## config.mk

```make
export PLATFORM = sky130hd
export DESIGN_NAME = evpsc_pilot_ctrl
export DESIGN_NICKNAME = d
export VERILOG_FILES = /design/src/evpsc_pkg.sv /design/src/evpsc_sync.sv /design/src/evpsc_pilot_ctrl.sv
export SDC_FILE = /design/constraint.sdc
export NUM_CORES = 1
export LEC_CHECK = 0
export ABC_AREA = 1
export BUFFER_PORTS_ARGS = -buffer_cell sky130_fd_sc_hd__buf_2
export CORE_AREA = 2 2 249 251
export CTS_BUF_LIST = sky130_fd_sc_hd__clkbuf_8
export CTS_CLUSTER_DIAMETER = 60
export DETAILED_ROUTE_END_ITERATION = 8
export DIE_AREA = 0 0 251 253
export PLACE_DENSITY = 0.65
export SLEW_MARGIN = 20
export SYNTH_ARGS = -nofsm -noshare
export SYNTH_HDL_FRONTEND = slang
export SYNTH_HIERARCHICAL = 1
export SYNTH_SLANG_ARGS = --single-unit
```

## constraint.sdc

```tcl
create_clock -name core_clk -period 19 [get_ports core_clk]
set_clock_uncertainty 0.2 [all_clocks]
set_input_delay 0.95 -clock core_clk [delete_from_list [all_inputs] [get_ports core_clk]]
set_output_delay 0.95 -clock core_clk [all_outputs]
set_load 0.01 [all_outputs]
```

## src/evpsc_pkg.sv

```systemverilog
// constants and types shared by the pilot pwm and state control block
//
// Behaviour
// - pilot is a 1 kHz +/-12 V pwm
// - 6..51 A: duty percent equals amps/0.6
// - 51..80 A: duty percent is amps/2.5+64
// - rated current is a fixed build constant
// - software may derate the advertised current
// - after self test, enter not-connected, steady +12 V
// - not-connected state keeps pilot at steady 12 V
// - 9 V: connect, start pwm, close relays
// - 6 V means charging, pwm and relays on
// - 3 V with -12 V low: charging, ventilated
// - back to 12 V: open relays, not-connected
// - pilot faults cut power to the vehicle
// - relays held only while actively driven
// - verify contacts opened after every relay opening
// - mains sense input is high when voltage present
package evpsc_pkg;

    localparam int CLK_HZ      = 50_000_000;
    localparam int PWM_HZ      = 1000;
    localparam int PERIOD_CYC  = CLK_HZ / PWM_HZ;
    localparam int WELD_WAIT_MS  = 100;
    localparam int WELD_WAIT_CYC = WELD_WAIT_MS * (CLK_HZ / 1000);
    localparam int SETTLE_US   = 20;
    localparam int SETTLE_CYC  = SETTLE_US * (CLK_HZ / 1_000_000);

    // duty mapping, amps
    localparam logic [6:0] AMPS_MIN   = 7'd6;
    localparam logic [6:0] AMPS_SPLIT = 7'd51;
    localparam logic [6:0] AMPS_MAX   = 7'd80;
    localparam logic [6:0] RATED_AMPS = 7'd32;

    // pilot samples are signed, units of 10 mV
    localparam logic signed [15:0] THR_12_9 = 16'sd1050;
    localparam logic signed [15:0] THR_9_6  = 16'sd750;
    localparam logic signed [15:0] THR_6_3  = 16'sd450;
    localparam logic signed [15:0] THR_3_0  = 16'sd150;
    localparam logic signed [15:0] THR_0_N  = -16'sd150;
    localparam logic signed [15:0] LOW_MAX  = -16'sd1050;

    localparam logic [1:0] DEB_PERIODS = 2'd3;

    // register byte offsets
    localparam logic [7:0] OFS_CTRL   = 8'h00;
    localparam logic [7:0] OFS_DERATE = 8'h04;
    localparam logic [7:0] OFS_STATUS = 8'h08;
    localparam logic [7:0] OFS_AMPS   = 8'h0c;
    localparam logic [7:0] OFS_PILOT  = 8'h10;

    localparam int CTRL_ENABLE  = 0;
    localparam int CTRL_DERATE  = 1;
    localparam int STAT_WELD    = 9;
    localparam int STAT_PFAULT  = 10;
    localparam logic [6:0] DERATE_RST = 7'd32;

    typedef enum logic [2:0] {
        ST_SELFTEST,
        ST_IDLE,
        ST_CONN,
        ST_CHG,
        ST_VENT,
        ST_WELD,
        ST_FAULT
    } evpsc_state_t;

    typedef enum logic [2:0] {
        CLS_12V,
        CLS_9V,
        CLS_6V,
        CLS_3V,
        CLS_0V,
        CLS_NEG,
        CLS_NODIODE
    } evpsc_cls_t;

endpackage : evpsc_pkg

```

## src/evpsc_sync.sv

```systemverilog
// two flip-flop synchroniser for one asynchronous level
`timescale 1ns/10ps
`default_nettype none
module evpsc_sync (
    input  wire logic core_clk,
    input  wire logic resetn,
    input  wire logic asyncIn,
    output logic      syncOut
);
    typedef struct packed {
        logic s1;
        logic s2;
    } evpsc_sync_t;

    evpsc_sync_t r;
    evpsc_sync_t next_r;

    // s1 feeds only s2
    always_comb begin
        next_r.s1 = asyncIn;
        next_r.s2 = r.s1;
    end

    always_ff @(posedge core_clk or negedge resetn) begin
        if (!resetn) begin
            r <= '0;
        end else begin
            r <= next_r;
        end
    end

    assign syncOut = r.s2;
endmodule : evpsc_sync
`default_nettype wire

```

## src/evpsc_pilot_ctrl.sv

```systemverilog
// pilot pwm generator, pilot state machine and relay sequencing
//
// Implementation choices: the placing of the registers and the Wishbone interface to the registers.
`timescale 1ns/10ps
`default_nettype none
module evpsc_pilot_ctrl
    import evpsc_pkg::*;
#(
    parameter int PERIOD_CYCLES = PERIOD_CYC,
    parameter int WELD_CYCLES   = WELD_WAIT_CYC
) (
    input  wire logic        core_clk,
    input  wire logic        resetn,
    input  wire logic        cyc_i,
    input  wire logic        stb_i,
    input  wire logic        we_i,
    input  wire logic [7:0]  adr_i,
    input  wire logic [3:0]  sel_i,
    input  wire logic [31:0] dat_i,
    output logic      [31:0] dat_o,
    output logic             ack_o,
    input  wire logic        adcValid,
    input  wire logic [15:0] adcData,
    input  wire logic        mainsSense,
    output logic             pilotDrive,
    output logic             relayOn,
    output logic             faultFlag
);
    typedef struct packed {
        evpsc_state_t     st;
        logic             goFault;
        logic [15:0]      cnt;
        logic [15:0]      dutyOn;
        logic [15:0]      edgeAge;
        logic             pilotDrive;
        logic             relayOn;
        logic signed [15:0] hiSmp;
        logic signed [15:0] loSmp;
        logic             hiSeen;
        logic             loSeen;
        evpsc_cls_t       cls;
        evpsc_cls_t       cand;
        logic [1:0]       deb;
        logic [23:0]      weldCnt;
        logic             weldFault;
        logic             pilotFault;
        logic             clamped;
        logic [6:0]       effAmps;
        logic             enable;
        logic             derateEn;
        logic [6:0]       derate;
        logic             ack;
        logic [31:0]      dat;
    } evpsc_regs_t;

    // the whole state of the block, registered in one step
    evpsc_regs_t r;
    evpsc_regs_t next_r;
    logic        mainsSync;

    // mains presence comes from an optocoupler, asynchronous
    evpsc_sync u_mains_sync (
        .core_clk (core_clk),
        .resetn   (resetn),
        .asyncIn  (mainsSense),
        .syncOut  (mainsSync)
    );

    // nearest nominal level, midpoint thresholds down to 0 V; below -1.5 V counts as negative
    function automatic evpsc_cls_t classify(input logic signed [15:0] v);
        if (v >= THR_12_9) begin
            classify = CLS_12V;
        end else if (v >= THR_9_6) begin
            classify = CLS_9V;
        end else if (v >= THR_6_3) begin
            classify = CLS_6V;
        end else if (v >= THR_3_0) begin
            classify = CLS_3V;
        end else if (v >= THR_0_N) begin
            classify = CLS_0V;
        end else begin
            classify = CLS_NEG;
        end
    endfunction : classify

    // on-time in clock cycles for a current in whole amps
    // division truncates: on-time may run one cycle short
    function automatic logic [15:0] onCycles(input logic [6:0] a);
        logic [31:0] p;
        p = 32'(PERIOD_CYCLES);
        if (a <= AMPS_SPLIT) begin
            onCycles = 16'(p * 32'(a) / 32'd60);
        end else begin
            onCycles = 16'(p * (32'(a) * 32'd4 + 32'd640) / 32'd1000);
        end
    endfunction : onCycles

    function automatic logic hit(input logic [7:0] a, input logic [7:0] o);
        hit = (a == o);
    endfunction : hit

    function automatic logic isFaultCls(input evpsc_cls_t c);
        isFaultCls = (c == CLS_0V) || (c == CLS_NEG) || (c == CLS_NODIODE);
    endfunction : isFaultCls

    function automatic logic isDriving(input evpsc_state_t s);
        isDriving = (s == ST_CONN) || (s == ST_CHG) || (s == ST_VENT);
    endfunction : isDriving

    logic       access;
    logic       periodEnd;
    logic       pwmOn;
    logic [6:0] baseAmps;
    logic [6:0] clampAmps;
    logic       outOfRange;
    evpsc_cls_t newCls;

    always_comb begin
        next_r     = r;
        access     = cyc_i & stb_i & ~r.ack;
        periodEnd  = (r.cnt == 16'(PERIOD_CYCLES - 1));
        pwmOn      = isDriving(r.st);
        baseAmps   = RATED_AMPS;
        clampAmps  = RATED_AMPS;
        outOfRange = 1'b0;
        newCls     = classify(r.hiSmp);

        // classic wishbone: one wait state, ack drops after one cycle
        // a request still up while ack shows is not taken twice
        next_r.ack = access;
        if (access && !we_i) begin
            // unmapped addresses read back as zero
            next_r.dat = '0;
            if (hit(adr_i, OFS_CTRL)) begin
                next_r.dat[CTRL_ENABLE] = r.enable;
                next_r.dat[CTRL_DERATE] = r.derateEn;
            end else if (hit(adr_i, OFS_DERATE)) begin
                next_r.dat[6:0] = r.derate;
            end else if (hit(adr_i, OFS_STATUS)) begin
                next_r.dat[2:0]  = r.st;
                next_r.dat[5:3]  = r.cls;
                next_r.dat[8]    = r.relayOn;
                next_r.dat[STAT_WELD]   = r.weldFault;
                next_r.dat[STAT_PFAULT] = r.pilotFault;
                next_r.dat[11]   = (r.st == ST_VENT);
                next_r.dat[12]   = r.clamped;
                next_r.dat[13]   = mainsSync;
            end else if (hit(adr_i, OFS_AMPS)) begin
                next_r.dat[6:0]   = r.effAmps;
                next_r.dat[31:16] = r.dutyOn;
            end else if (hit(adr_i, OFS_PILOT)) begin
                next_r.dat[15:0]  = r.hiSmp;
                next_r.dat[31:16] = r.loSmp;
            end
        end
        if (access && we_i) begin
            if (hit(adr_i, OFS_CTRL) && sel_i[0]) begin
                next_r.enable   = dat_i[CTRL_ENABLE];
                next_r.derateEn = dat_i[CTRL_DERATE];
            end
            if (hit(adr_i, OFS_DERATE) && sel_i[0]) begin
                next_r.derate = dat_i[6:0];
            end
            // write one to clear; hardware sets below win
            if (hit(adr_i, OFS_STATUS) && sel_i[1]) begin
                if (dat_i[STAT_WELD]) begin
                    next_r.weldFault = 1'b0;
                end
                if (dat_i[STAT_PFAULT]) begin
                    next_r.pilotFault = 1'b0;
                end
            end
        end

        // advertised current, derated and clamped
        // derating only lowers the current, never above the rating
        if (r.derateEn && r.derate < RATED_AMPS) begin
            baseAmps = r.derate;
        end
        if (baseAmps < AMPS_MIN) begin
            clampAmps  = AMPS_MIN;
            outOfRange = 1'b1;
        end else if (baseAmps > AMPS_MAX) begin
            clampAmps  = AMPS_MAX;
            outOfRange = 1'b1;
        end else begin
            clampAmps = baseAmps;
        end

        // free-running 1 kHz period; duty only changes on a boundary
        if (periodEnd) begin
            next_r.cnt     = '0;
            next_r.effAmps = clampAmps;
            next_r.clamped = outOfRange;
            next_r.dutyOn  = onCycles(clampAmps);
        end else begin
            next_r.cnt = r.cnt + 16'd1;
        end

        // skip samples taken while the amplifier is still slewing
        // limitation: a level shorter than the settle time is never sampled
        if (adcValid && r.edgeAge >= 16'(SETTLE_CYC)) begin
            if (r.pilotDrive) begin
                next_r.hiSmp  = adcData;
                next_r.hiSeen = 1'b1;
            end else begin
                next_r.loSmp  = adcData;
                next_r.loSeen = 1'b1;
            end
        end

        // missing diode: negative swing not reaching -12 V
        if (pwmOn && r.loSeen && r.loSmp > LOW_MAX) begin
            newCls = CLS_NODIODE;
        end
        if (periodEnd) begin
            next_r.hiSeen = 1'b0;
            next_r.loSeen = 1'b0;
            // class moves after DEB_PERIODS matching periods in a row, or at once to CLS_NEG below
            if (r.hiSeen || newCls == CLS_NODIODE) begin
                if (newCls != r.cand) begin
                    next_r.cand = newCls;
                    next_r.deb  = 2'd1;
                end else if (r.deb != DEB_PERIODS) begin
                    next_r.deb = r.deb + 2'd1;
                end
                if (newCls == r.cand && r.deb >= DEB_PERIODS - 2'd1) begin
                    next_r.cls = newCls;
                end
            end else begin
                // no positive level seen at all in a driven period
                if (pwmOn) begin
                    next_r.cls = CLS_NEG;
                end
            end
        end

        // counter runs only in the weld check and restarts on each entry
        next_r.weldCnt = '0;
        case (r.st)
            ST_SELFTEST: begin
                // software sets enable once its self tests pass
                if (r.enable) begin
                    next_r.st = ST_IDLE;
                end
            end
            ST_IDLE: begin
                if (!r.enable) begin
                    next_r.st = ST_SELFTEST;
                end else if (r.cls == CLS_9V && !r.weldFault) begin
                    next_r.st = ST_CONN;
                end else if (isFaultCls(r.cls)) begin
                    next_r.st = ST_FAULT;
                    next_r.pilotFault = 1'b1;
                end
            end
            ST_CONN, ST_CHG, ST_VENT: begin
                // every opening goes through the weld check first
                if (!r.enable || r.cls == CLS_12V) begin
                    next_r.st      = ST_WELD;
                    next_r.goFault = 1'b0;
                end else if (isFaultCls(r.cls)) begin
                    next_r.st         = ST_WELD;
                    next_r.goFault    = 1'b1;
                    next_r.pilotFault = 1'b1;
                end else if (r.cls == CLS_6V) begin
                    next_r.st = ST_CHG;
                end else if (r.cls == CLS_3V) begin
                    next_r.st = ST_VENT;
                end else begin
                    next_r.st = ST_CONN;
                end
            end
            ST_WELD: begin
                // wait for the contacts to drop, then look at the output
                // goFault remembers why the relays were opened
                if (r.weldCnt >= 24'(WELD_CYCLES - 1)) begin
                    if (mainsSync) begin
                        next_r.weldFault = 1'b1;
                        next_r.st        = ST_FAULT;
                    end else if (r.goFault) begin
                        next_r.st = ST_FAULT;
                    end else begin
                        next_r.st = ST_IDLE;
                    end
                end else begin
                    next_r.weldCnt = r.weldCnt + 24'd1;
                end
            end
            ST_FAULT: begin
                // stays until unplugged and any weld flag is cleared
                if (r.cls == CLS_12V && !r.weldFault) begin
                    next_r.st = ST_IDLE;
                end
            end
            default: begin
                next_r.st = ST_SELFTEST;
            end
        endcase

        // relay held only in the driving states, dropped otherwise
        // no latch: losing the drive state opens the relays at once
        next_r.relayOn = isDriving(next_r.st);

        case (next_r.st)
            ST_CONN, ST_CHG, ST_VENT: begin
                next_r.pilotDrive = (next_r.cnt < next_r.dutyOn);
            end
            ST_IDLE, ST_WELD, ST_FAULT: begin
                // steady +12 V lets the vehicle see plug-in and unplug
                next_r.pilotDrive = 1'b1;
            end
            default: begin
                // self test parks the pilot at -12 V
                next_r.pilotDrive = 1'b0;
            end
        endcase

        // saturates so a long steady level never wraps under the settle time
        if (next_r.pilotDrive != r.pilotDrive) begin
            next_r.edgeAge = '0;
        end else if (r.edgeAge != 16'hffff) begin
            next_r.edgeAge = r.edgeAge + 16'd1;
        end
    end

    always_ff @(posedge core_clk or negedge resetn) begin
        if (!resetn) begin
            // derate and amps start at the rating, not at zero
            r         <= '0;
            r.derate  <= DERATE_RST;
            r.effAmps <= RATED_AMPS;
        end else begin
            r <= next_r;
        end
    end

    assign dat_o      = r.dat;
    assign ack_o      = r.ack;
    assign pilotDrive = r.pilotDrive;
    assign relayOn    = r.relayOn;
    assign faultFlag  = r.weldFault | r.pilotFault;
endmodule : evpsc_pilot_ctrl
`default_nettype wire

```

* Word level (Yosys, flattened, before mapping)
Index checks and enable logic that the tools add are counted.
Word-level totals: register bits after elaboration 174, bits in latches 0, RAM bits 0, memory bits (read-only) 0, input bits 67, output and inout bits 36, logic and storage cells 202, memories 0
Cells by class: $add $sub $neg 5, $mul 2, divide/modulo/power cells 2, $lt $le $gt $ge 14, eq/ne operators 31, shift-type cells 0, muxes and demuxes 72, bitwise operators 5, reduce and logical (&&, ||, !) cells 45
Operators with widths (count):
- $mux W32 | 6
- $mux W16 | 6
- $mux W3 | 20
- $mux W25 | 2
- $mux W7 | 5
- $add A16 B1 Y16 const B | 2
- $div A23 B6 Y32 const B | 1
- $div A32 B10 Y32 const B | 1
- $ge A16 B10 Y1 const B | 2
- $ge A16 B9 Y1 const B | 2
- $eq A3 B3 Y1 const B | 10
- $mux W30 | 1
- $add A24 B1 Y24 const B | 1
- $ge A24 B23 Y1 const B | 1
- $mux W24 | 1
- $mul A12 B11 Y23 const A | 1
- $mul A12 B7 Y19 const A | 1
- $eq A3 B2 Y1 const B | 6
- $mux W18 | 1
- $eq A16 B16 Y1 const B | 1
- $eq A8 B4 Y1 const B | 2
- $ge A16 B11 Y1 const B | 1
- $ge A16 B12 Y1 const B | 1
- $gt A16 B12 Y1 const B | 1
- 38 further kinds | 100

* Depth between registers and ports, before layout
Gate-level depths: netlist (run 1).
depth in word-level cells 15, mapped depth 167, mapped depth without buffers 163

* Cells and area by module
Netlist (run 1), hierarchy kept.
By module, submodules not included:
- evpsc_pilot_ctrl | instances 1, cells each 4301, area each 25826.0 um2, sequential area each 4306.6 um2
- evpsc_sync | instances 1, cells each 2, area each 50.0 um2, sequential area each 50.0 um2

* Worst setup path before layout (run 1)
OpenSTA, ideal clock, no wires.
kind flip-flop to flip-flop, start reg r[39] (netlist bit), end reg r[126] (netlist bit), arrival time 18409 ps, data required time 18672 ps, slack 264 ps, cell stages (with the launch flop) 141, buffers on the path 11, period minus slack after synthesis 18736 ps, cells stage by stage dfrtp_1 > nor3_2 > inv_1 > a21oi_1 > inv_1 > ha_1 > fa_1 > inv_1 > ha_1 > fa_1 > ha_1 > ha_1 > fa_1 > clkbuf_1 > nor2_1 > nand2_1 > nor2_1 > nand3_1 > (+105 left out) > o21ai_0 > nor2_1 > nand3_1 > nand2_1 > nand2_2 > nand2_1 > nand2_1 > nand2_1 > nand2_1 > nand2_1 > nand2_1 > nand2_1 > nand2_1 > nand2_1 > nand3_1 > nand2_4 > buf_12 > nor2_4
RTL lines:
- start: declaration | RTL line evpsc_pilot_ctrl.sv:57 | evpsc_regs_t r;
- start signal: assignment | RTL line evpsc_pilot_ctrl.sv:334 | r <= next_r;

==> impl_metrics.yaml, run 1 <==
status:
  status: "finished clean"
place:
  hpwlAfterDp_um: 58300
  place.gp.congestion: 0.917
  dp.cells: 5265
  preCtsSetupSlack_ns: -0.457
  portBuffers: 77
die:
  coreArea_mm2: 0.0610
  die_height_um: 253
  ioPinCount: 103
  die_w_um: 251
  rows: 91
  die-area_mm2: 0.0635
  initial_core_util: 0.424
hold_path:
  holdPathEnd: "u_mains_sync/syncOut$_DFF_PN0_"
  hold_class: "register to register"
  hold_depth: 0
  min_from: "u_mains_sync/next_r[0]$_DFF_PN0_"
synth:
  yosysUniqueCellTypes: 76
  synth_edf_count: 0
  ys_seq_area_frac: 0.168
  yosysTopAreaCell: "nand2_1"
  synth_seq_cells: 174
  synth_ff_type: "dfrtp_1"
  synth_cells: 4303
  synthTopCellsByArea: "nand2_1 (18%), dfrtp_1 (17%), inv_1 (9.1%)"
  yosysTopAreaCellShare: 0.181
  async_flop_share: 1.00
  avgSynthCellArea_um2: 6.01
  yosysWarnings: 6
  netlist_area_mm2: 0.0259
worst_setup_path:
  critPathMaxFanout: 10
  rr_endpoint: "r[126]$_DFFE_PN0P_"
  setup.worst_path.start: "r[40]$_DFFE_PN0P_"
  start_kind: "register"
  path_class: "register to register"
  r2r_cells: 141
  cp_common_cell: "nand2_2"
  critical-path-slowest-cell: "fa_1"
  end_kind: "register"
  critPathMaxStageDelay_ns: 0.52
  r2r_setup_slack_ns: 0.66
  reg2reg_from: "r[40]$_DFFE_PN0P_"
  required_ns: 19.14
  critPathArrivalTime_ns: 18.48
clock_network:
  cts.reportedPaths.clkPinSlew_ns: 0.09
  cts-root-buf: "clkbuf_8"
  ctsHtreeMaxLevel: 4
  cts_tree: "yes"
  cts_buffer_depth: 2
  hold_buffers: 0
  clock_latency_ns: 0.47
  cts_buffers: 17
  clkSinkCount: 174
timing:
  worst_pin_slew_ns: 0.964
  slew_headroom: 0.357
  maxSlewViolCount: 0
  finalSetupViolCount: 0
  finalHoldViolCount: 0
  setup_ws_ns: 0.658
  period_minus_slack_ns: 18.34
  whs_ns: 0.159
  finalCritPeriodShare: 0.965
  fmax_mhz: 54.5
route:
  dr.pass1.iters: 6
  wl_per_cell_um: 14.1
  drt-total-wl_um: 77700
  drt-initial-drc-count: 1856
  viasPerCell: 5.18
  vias: 28500
  ant_nets: 0
  drc: 0
layout:
  diodes: 0
  drive_gt1_frac: 0.281
  final_util: 0.536
  layout.nets: 4931
  layout_commonest_cell: "nand2_1"
  final_cell_mix: "nand2_1 (1061), inv_1 (598), nor2_1 (368), nand3_1 (338), buf_4 (327)"
  syn_to_final_growth_pct: 26.5
  fin_cells: 5502
grt:
  grt_max_degree: 75
  grt_pass1_vias: 24500
  grt_pass1_wl_um: 119000
  antenna_found_initial: 1
  grt_overflow: 0
  grt_use_total: 0.221
job:
  max_cap_viol_count: 0
## cells by family (layout without fill, tap and decap cells)
family | count (synthesis) | count (layout) | synth area share
other | 2 | 8 | 0.000290
XOR/XNOR | 133 | 133 | 0.0453
buffers and inverters | 792 | 1178 | 0.131
multiplexers | 5 | 5 | 0.00218
flip-flops | 174 | 174 | 0.168
adder cells (fa/ha/maj) | 165 | 165 | 0.0859
AND/OR/NAND/NOR | 2619 | 2635 | 0.471
AO/OA/AOI/OAI | 413 | 414 | 0.0959
## critical path, delay by kind of cell, from the launching register on
family | cells | cell delay [ns]
AOI/OAI and AO/OA | 11 | 1.65
adders and majority gates | 9 | 2.64
buffers and inverters | 26 | 3.20
DFF | 1 | 0.41
and+or+nand+nor | 95 | 10.03
## metrics by stage
stage | instance area, um^2 | setup TNS (ns)
2_1_floorplan | 25900 | 0
3_3_place_gp | 28000 | -4.73
3_5_place_dp | 28000 | -7.00
4_1_cts | 28600 | 0
5_1_grt | 32700 | -8.02
6_report | 32700 | 0
## synthesized netlist by cell type (all sizes together), types with 15 or more instances
library cell / instances
nand2: 1388
inv: 678
nor2: 536
nand3: 471
o21ai: 176
dfrtp: 172
ha: 144
a21oi: 115
nand4: 109
xor2: 98
buf: 61
nor3: 43
clkbuf: 38
xnor2: 35
a31oi: 26
o31ai: 26
nand3b: 25
fa: 21
clkinv: 15
## what timing repair did
| action | 4_1_cts | 5_1_grt |
|---|---|---|
| gates resized for setup | 29 | 648 |
| setup endpoints to repair | 17 | 20 |
| gates cloned | 2 | 21 |
| buffers inserted | 10 | 172 |
| pin swaps | 11 | 260 |
## flip-flops by register name, indices dropped and copies added, names as in the netlist
register and count:
dat_o 32, relayOn 1, r 137, u_mains_sync/syncOut 1
u_mains_sync/next_r 1, ack_o 1, pilotDrive 1
## how the worst max path moves through the flow
stage | endpoint | slack, ns
5_1_grt | r[129]$_DFFE_PN0P_ | -0.51
6_report | r[126]$_DFFE_PN0P_ | 0.66
2_1_floorplan | r[126]$_DFFE_PN0P_ | 0.26
3_3_place_gp | r[122]$_DFFE_PN0P_ | -0.32
4_1_cts | r[122]$_DFFE_PN0P_ | 0.02
3_5_place_dp | r[122]$_DFFE_PN0P_ | -0.46
## cell type report
type	instances	area [um^2]
clock buffers	18	248
repair buffers	451	3510
fillers	6040	28300
well taps	790	988
clock inverters	14	131
multi-input cells	3360	20800
flip-flops and latches	174	4360
repair inverters	2	10.0
inverters	693	2640
## layer usage
layer,wire [um],share of wire,up-vias,global-route usage
met3,2970,0.038,126,0.0112
met1,35400,0.46,13100,0.302
li1,-,-,14600,-
met5,13,0.00017,-,0
met4,1870,0.024,2,0.0524
met2,37500,0.48,674,0.384
Power of run 1 is left out: the tool's default activity adds up to more than one toggle a clock period on the data nets, which glitch-free logic cannot reach.
==> run 2: changes to the inputs <==
--- a/config.mk
+++ b/config.mk
@@ -7,12 +7,13 @@
 export LEC_CHECK = 0
 export ABC_AREA = 1
 export BUFFER_PORTS_ARGS = -buffer_cell sky130_fd_sc_hd__buf_2
-export CORE_AREA = 2 2 249 251
+export CORE_AREA = 2 2 275 277
 export CTS_BUF_LIST = sky130_fd_sc_hd__clkbuf_8
 export CTS_CLUSTER_DIAMETER = 60
 export DETAILED_ROUTE_END_ITERATION = 8
-export DIE_AREA = 0 0 251 253
-export PLACE_DENSITY = 0.65
+export DIE_AREA = 0 0 277 279
+export PLACE_DENSITY = 0.56
+export RECOVER_POWER = 25
 export SLEW_MARGIN = 20
 export SYNTH_ARGS = -nofsm -noshare
 export SYNTH_HDL_FRONTEND = slang
==> run 2 against run 1 <==
Net effect:
- the run now ends with max-capacitance violations, max-slew violations left
- design area up 2.7%
- fmax up 1.4%
- clock-buffer cell count up 1
- sequential share of layout area down 0.34 points
- largest cell class unchanged
- highest routed layer unchanged
==> impl_metrics.yaml, run 2 (synthesized netlist as in run 1, its figures left out) <==
worst_setup_path:
  cp_common_cell: "nand2_2"
  r2r_setup_slack_ns: 0.91
  worstSetupEndpoint: "r[124]$_DFFE_PN0P_"
  critical-path-slowest-cell: "fa_1"
  critPathMaxStageDelay_ns: 0.53
  required_ns: 19.23
  rr_endpoint: "r[124]$_DFFE_PN0P_"
  critPathMaxFanout: 8
  critPathArrivalTime_ns: 18.32
  end_kind: "register"
  reg2reg_from: "r[40]$_DFFE_PN0P_"
  start_kind: "register"
  setup.worst_path.start: "r[40]$_DFFE_PN0P_"
  r2r_cells: 142
  path_class: "register to register"
route:
  drc: 0
  vias: 28300
  wl_per_cell_um: 13.6
  drt-total-wl_um: 78800
  viasPerCell: 4.89
  drt-initial-drc-count: 1547
  dr.pass1.iters: 5
  ant_nets: 0
place:
  hpwlAfterDp_um: 61900
  portBuffers: 77
  preCtsSetupSlack_ns: -0.414
  place_area_mm2: 0.0294
  place.gp.congestion: 0.903
timing:
  fmax_mhz: 55.3
  worst_pin_slew_ns: 5.21
  setup_ws_ns: 0.913
  finalCritPeriodShare: 0.952
  period_minus_slack_ns: 18.09
  slew_headroom: -2.48
  maxSlewViolCount: 99
  finalHoldViolCount: 0
  finalSetupViolCount: 0
grt:
  grtUsageMet1: 0.257
  grt_pass1_wl_um: 125000
  grt_pass1_vias: 25500
  grt_max_degree: 99
  grt.met3_usage: 0.0163
  grt_use_total: 0.192
  busiest_layer: "met2"
  antenna_found_initial: 4
  met2_usage: 0.332
  grt_overflow: 0
clock_network:
  cts.reportedPaths.clkPinSlew_ns: 0.09
  cts_tree: "yes"
  clock_latency_ns: 0.49
  clkSinkCount: 174
  cts-root-buf: "clkbuf_8"
  cts_buffers: 17
  ctsHtreeMaxLevel: 4
  cts_buffer_depth: 2
die:
  initial_core_util: 0.349
  die_w_um: 277
  rows: 100
  coreArea_mm2: 0.0741
  ioPinCount: 103
  die-area_mm2: 0.0773
  die_height_um: 279
layout:
  layout.nets: 5037
  largest_register_ffs: 137
  design_area_mm2: 0.0336
  final_cell_mix: "nand2_1 (1079), inv_1 (593), buf_4 (435), nor2_1 (365), nand3_1 (350)"
  drive_gt1_frac: 0.293
  layout_commonest_cell: "nand2_1"
  top_register: "r"
  syn_to_final_growth_pct: 29.8
  diodes: 0
status:
  status: "complete, but fails checks"
  violations: "max-capacitance violations, max-slew violations"
job:
  max_cap_viol_count: 1
hold_path:
  hold_class: "register to register"
==> run 2: cell count changes in the layout (fill, tap and decap cells not counted), moves of 5 or more <==
cell / change
nand3_1: +12
buf_4: +108
nand2_1: +18
ha_4: +8
nand2_2: -12
nand2_4: -5
nand3_4: -6
xor2_1: +5
nand3_2: -7
inv_2: +7
inv_1: -5
ha_1: -6
==> run 2: timing repair <==
action                                  CTS  global route
endpoints found under the setup margin   17            20
setup buffers                             5           134
cloned                                    1            16
hold buffers                              0             0
resized for setup                        17           633
pin swaps                                 7           231
endpoints found under the hold margin     0             0
==> run 2: critical path: cells and delay by family, from the launching register on <==
kind,cells,cell delay [ns]
xor gates and xnor gates,1,0.14
DFF,1,0.40
adders and majority gates,9,2.64
AOI/OAI and AO/OA,11,1.95
buffers and inverters,23,3.03
and+or+nand+nor,98,9.60
==> run 2: worst min-delay path by stage <==
stage                                           from                              to  cells past startpoint
floorplan           u_mains_sync/next_r[0]$_DFF_PN0_  u_mains_sync/syncOut$_DFF_PN0_                      0
global placement    u_mains_sync/next_r[0]$_DFF_PN0_  u_mains_sync/syncOut$_DFF_PN0_                      0
detailed placement  u_mains_sync/next_r[0]$_DFF_PN0_  u_mains_sync/syncOut$_DFF_PN0_                      0
CTS                 u_mains_sync/next_r[0]$_DFF_PN0_  u_mains_sync/syncOut$_DFF_PN0_                      0
global route        u_mains_sync/next_r[0]$_DFF_PN0_  u_mains_sync/syncOut$_DFF_PN0_                      0
finish              u_mains_sync/next_r[0]$_DFF_PN0_  u_mains_sync/syncOut$_DFF_PN0_                      0
==> run 2: stage by stage <==
step / std cells / hold slack [ns] / setup TNS (ns) / util
6_report: 5787 / 0.175 / 0 / 0.454
2_1_floorplan: 4309 / 0.131 / 0 / -
5_1_grt: 5787 / 0.197 / -5.20 / 0.454
4_1_cts: 5637 / 0.190 / 0 / 0.404
3_5_place_dp: 5599 / 0.169 / -6.48 / 0.397
3_3_place_gp: 5599 / 0.165 / -4.05 / 0.397
==> run 2: final cells by class <==
type	count	area, um^2
Inverter	693	2640
Multi-Input combinational cell	3356	20600
Clock buffer	19	262
Timing Repair Buffer	563	4330
Clock inverter	13	148
Tap cell	969	1210
Fill cell	7765	40500
Sequential cell	174	4360
==> run 2: metal layers <==
metal,share of wire,up-vias
li1,-,14800
met1,0.47,13000
met2,0.48,427
met3,0.031,82
met4,0.018,8
met5,0.00083,-
Power of run 2 is left out for the same reason.
==> run 3: changes to the inputs <==
--- a/config.mk
+++ b/config.mk
@@ -6,13 +6,13 @@
 export NUM_CORES = 1
 export LEC_CHECK = 0
 export ABC_AREA = 1
-export BUFFER_PORTS_ARGS = -buffer_cell sky130_fd_sc_hd__buf_2
 export CORE_AREA = 2 2 275 277
 export CTS_BUF_LIST = sky130_fd_sc_hd__clkbuf_8
 export CTS_CLUSTER_DIAMETER = 60
 export DETAILED_ROUTE_END_ITERATION = 8
 export DIE_AREA = 0 0 277 279
-export PLACE_DENSITY = 0.56
+export DONT_BUFFER_PORTS = 1
+export PLACE_DENSITY = 0.55
 export RECOVER_POWER = 25
 export SLEW_MARGIN = 20
 export SYNTH_ARGS = -nofsm -noshare
==> run 3 against run 2 <==
Net effect:
- the run still ends with max-capacitance violations, max-slew violations left
- sequential cell count did not move
- critical path depth unchanged
- highest routed layer unchanged
- register-to-register slack better by 0.13 ns
- worst hold slack worse by 0.085 ns
- die area stayed put
- clock-buffer cell count shrank 2
- largest cell class unchanged
- worst setup slack gained 0.13 ns
- utilization shrank 1.1 points
- fmax is 0.70% higher
- critical path type unchanged
- via count down 1.7%
==> impl_metrics.yaml, run 3 (synthesized netlist as in run 1, its figures left out) <==
grt:
  grt_use_total: 0.193
  met2_usage: 0.337
  busiest_layer: "met2"
  grtUsageMet1: 0.264
  grt_pass1_wl_um: 125000
  grt_max_degree: 173
  antenna_found_initial: 2
  grt_overflow: 0
  grt_pass1_vias: 25000
  grt.met3_usage: 0.0122
layout:
  fin_cells: 5671
  syn_to_final_growth_pct: 26.7
  layout_commonest_cell: "nand2_1"
  largest_register_ffs: 137
  diodes: 0
  final_util: 0.443
  final_cell_mix: "nand2_1 (1090), inv_1 (595), buf_4 (411), nor2_1 (367), nand3_1 (340)"
  fill_cells: 7810
  layout.nets: 4921
  top_register: "r"
  drive_gt1_frac: 0.274
worst_setup_path:
  r2r_setup_slack_ns: 1.04
  rr_endpoint: "r[122]$_DFFE_PN0P_"
  start_kind: "register"
  critPathMaxStageDelay_ns: 0.51
  critPathMaxFanout: 9
  path_class: "register to register"
  critical-path-slowest-cell: "fa_1"
  end_kind: "register"
  required_ns: 19.22
  cp_common_cell: "nand2_2"
  reg2reg_from: "r[40]$_DFFE_PN0P_"
  r2r_cells: 142
  critPathArrivalTime_ns: 18.18
hold_path:
  hold_class: "primary input to async pin"
die:
  die_height_um: 279
  rows: 100
  ioPinCount: 103
  coreArea_mm2: 0.0741
  initial_core_util: 0.349
  die_w_um: 277
  die-area_mm2: 0.0773
place:
  hpwlAfterDp_um: 61900
  dp.cells: 5473
  place.gp.congestion: 0.901
  preCtsSetupSlack_ns: -0.621
  portBuffers: 0
clock_network:
  cts.reportedPaths.clkPinSlew_ns: 0.10
  clkSinkCount: 174
  ctsHtreeMaxLevel: 4
  cts_buffers: 17
  cts-root-buf: "clkbuf_8"
  cts_tree: "yes"
  clock_latency_ns: 0.49
  cts_buffer_depth: 2
route:
  vias: 27800
  drt-total-wl_um: 79000
  ant_nets: 0
  drt-initial-drc-count: 1545
  dr.pass1.iters: 6
  wl_per_cell_um: 13.9
  drc: 0
  viasPerCell: 4.90
timing:
  finalHoldViolCount: 0
  period_minus_slack_ns: 17.96
  tns_ns: 0
  worst_pin_slew_ns: 9.13
  slew_headroom: -5.08
  fmax_mhz: 55.7
  maxSlewViolCount: 173
  finalSetupViolCount: 0
  finalCritPeriodShare: 0.945
  setup_ws_ns: 1.04
status:
  violations: "max-capacitance violations, max-slew violations"
  status: "complete, but fails checks"
job:
  max_cap_viol_count: 1
-- run 3: cell count changes in the layout (fill, tap and decap cells not counted), moves of 6 or more --
cell / change
buf_2: -77
buf_4: -24
buf_6: -14
nand2_1: +11
nand2_2: -11
nand3_2: +11
nand3_1: -10
ha_4: -6
-- run 3: how the worst max path moves through the flow --
stage                           start                  to  slack [ns]
floorplan           r[39]$_DFFE_PN0P_  r[126]$_DFFE_PN0P_        0.26
global placement    r[39]$_DFFE_PN0P_  r[131]$_DFFE_PN0P_       -0.58
detailed placement  r[39]$_DFFE_PN0P_  r[122]$_DFFE_PN0P_       -0.62
CTS                 r[40]$_DFFE_PN0P_  r[122]$_DFFE_PN0P_       0.003
global route        r[40]$_DFFE_PN0P_  r[122]$_DFFE_PN0P_       -0.30
finish              r[40]$_DFFE_PN0P_  r[122]$_DFFE_PN0P_        1.04
-- run 3: worst max-delay path: cells and delay by family, from the launching register on --
kind / cells / cell delay (ns)
buffers and inverters: 23 / 2.75
AOI/OAI and AO/OA: 7 / 1.39
adders and majority gates: 9 / 2.67
DFF: 1 / 0.41
and+or+nand+nor: 103 / 10.38
-- run 3: per-stage QoR --
step | hold slack, ns | instance area, um^2
after detailed placement | 0.179 | 28600
after CTS | 0.0531 | 29200
final | 0.0900 | 32800
after floorplan | 0.131 | 25900
after global routing | 0.0459 | 32800
after global placement | 0.181 | 28600
-- run 3: layout make-up --
| type | count | area (um^2) | share of cell area |
|---|---|---|---|
| Timing Repair inverter | 1 | 5.00 | 0.000153 |
| Clock buffer | 17 | 234 | 0.00714 |
| Inverter | 693 | 2640 | 0.0805 |
| Clock inverter | 15 | 153 | 0.00466 |
| Multi-Input combinational cell | 3356 | 20600 | 0.628 |
| Sequential cell | 174 | 4360 | 0.133 |
| Timing Repair Buffer | 446 | 3590 | 0.110 |
| Tap cell | 969 | 1210 | 0.0370 |
-- run 3: routing by layer --
metal / vias up / part of all wire
met5: - / 0.00033
met4: 4 / 0.019
met3: 89 / 0.029
met2: 426 / 0.48
met1: 12700 / 0.47
li1: 14500 / -
-- run 3: repair_timing --
action,4_1_cts,5_1_grt
pin swaps,8,218
setup endpoints to repair,17,20
gates resized for setup,25,590
hold endpoints to repair,172,0
setup buffers,7,142
hold buffers,1,0
gates cloned,2,15
Power of run 3 is left out for the same reason.
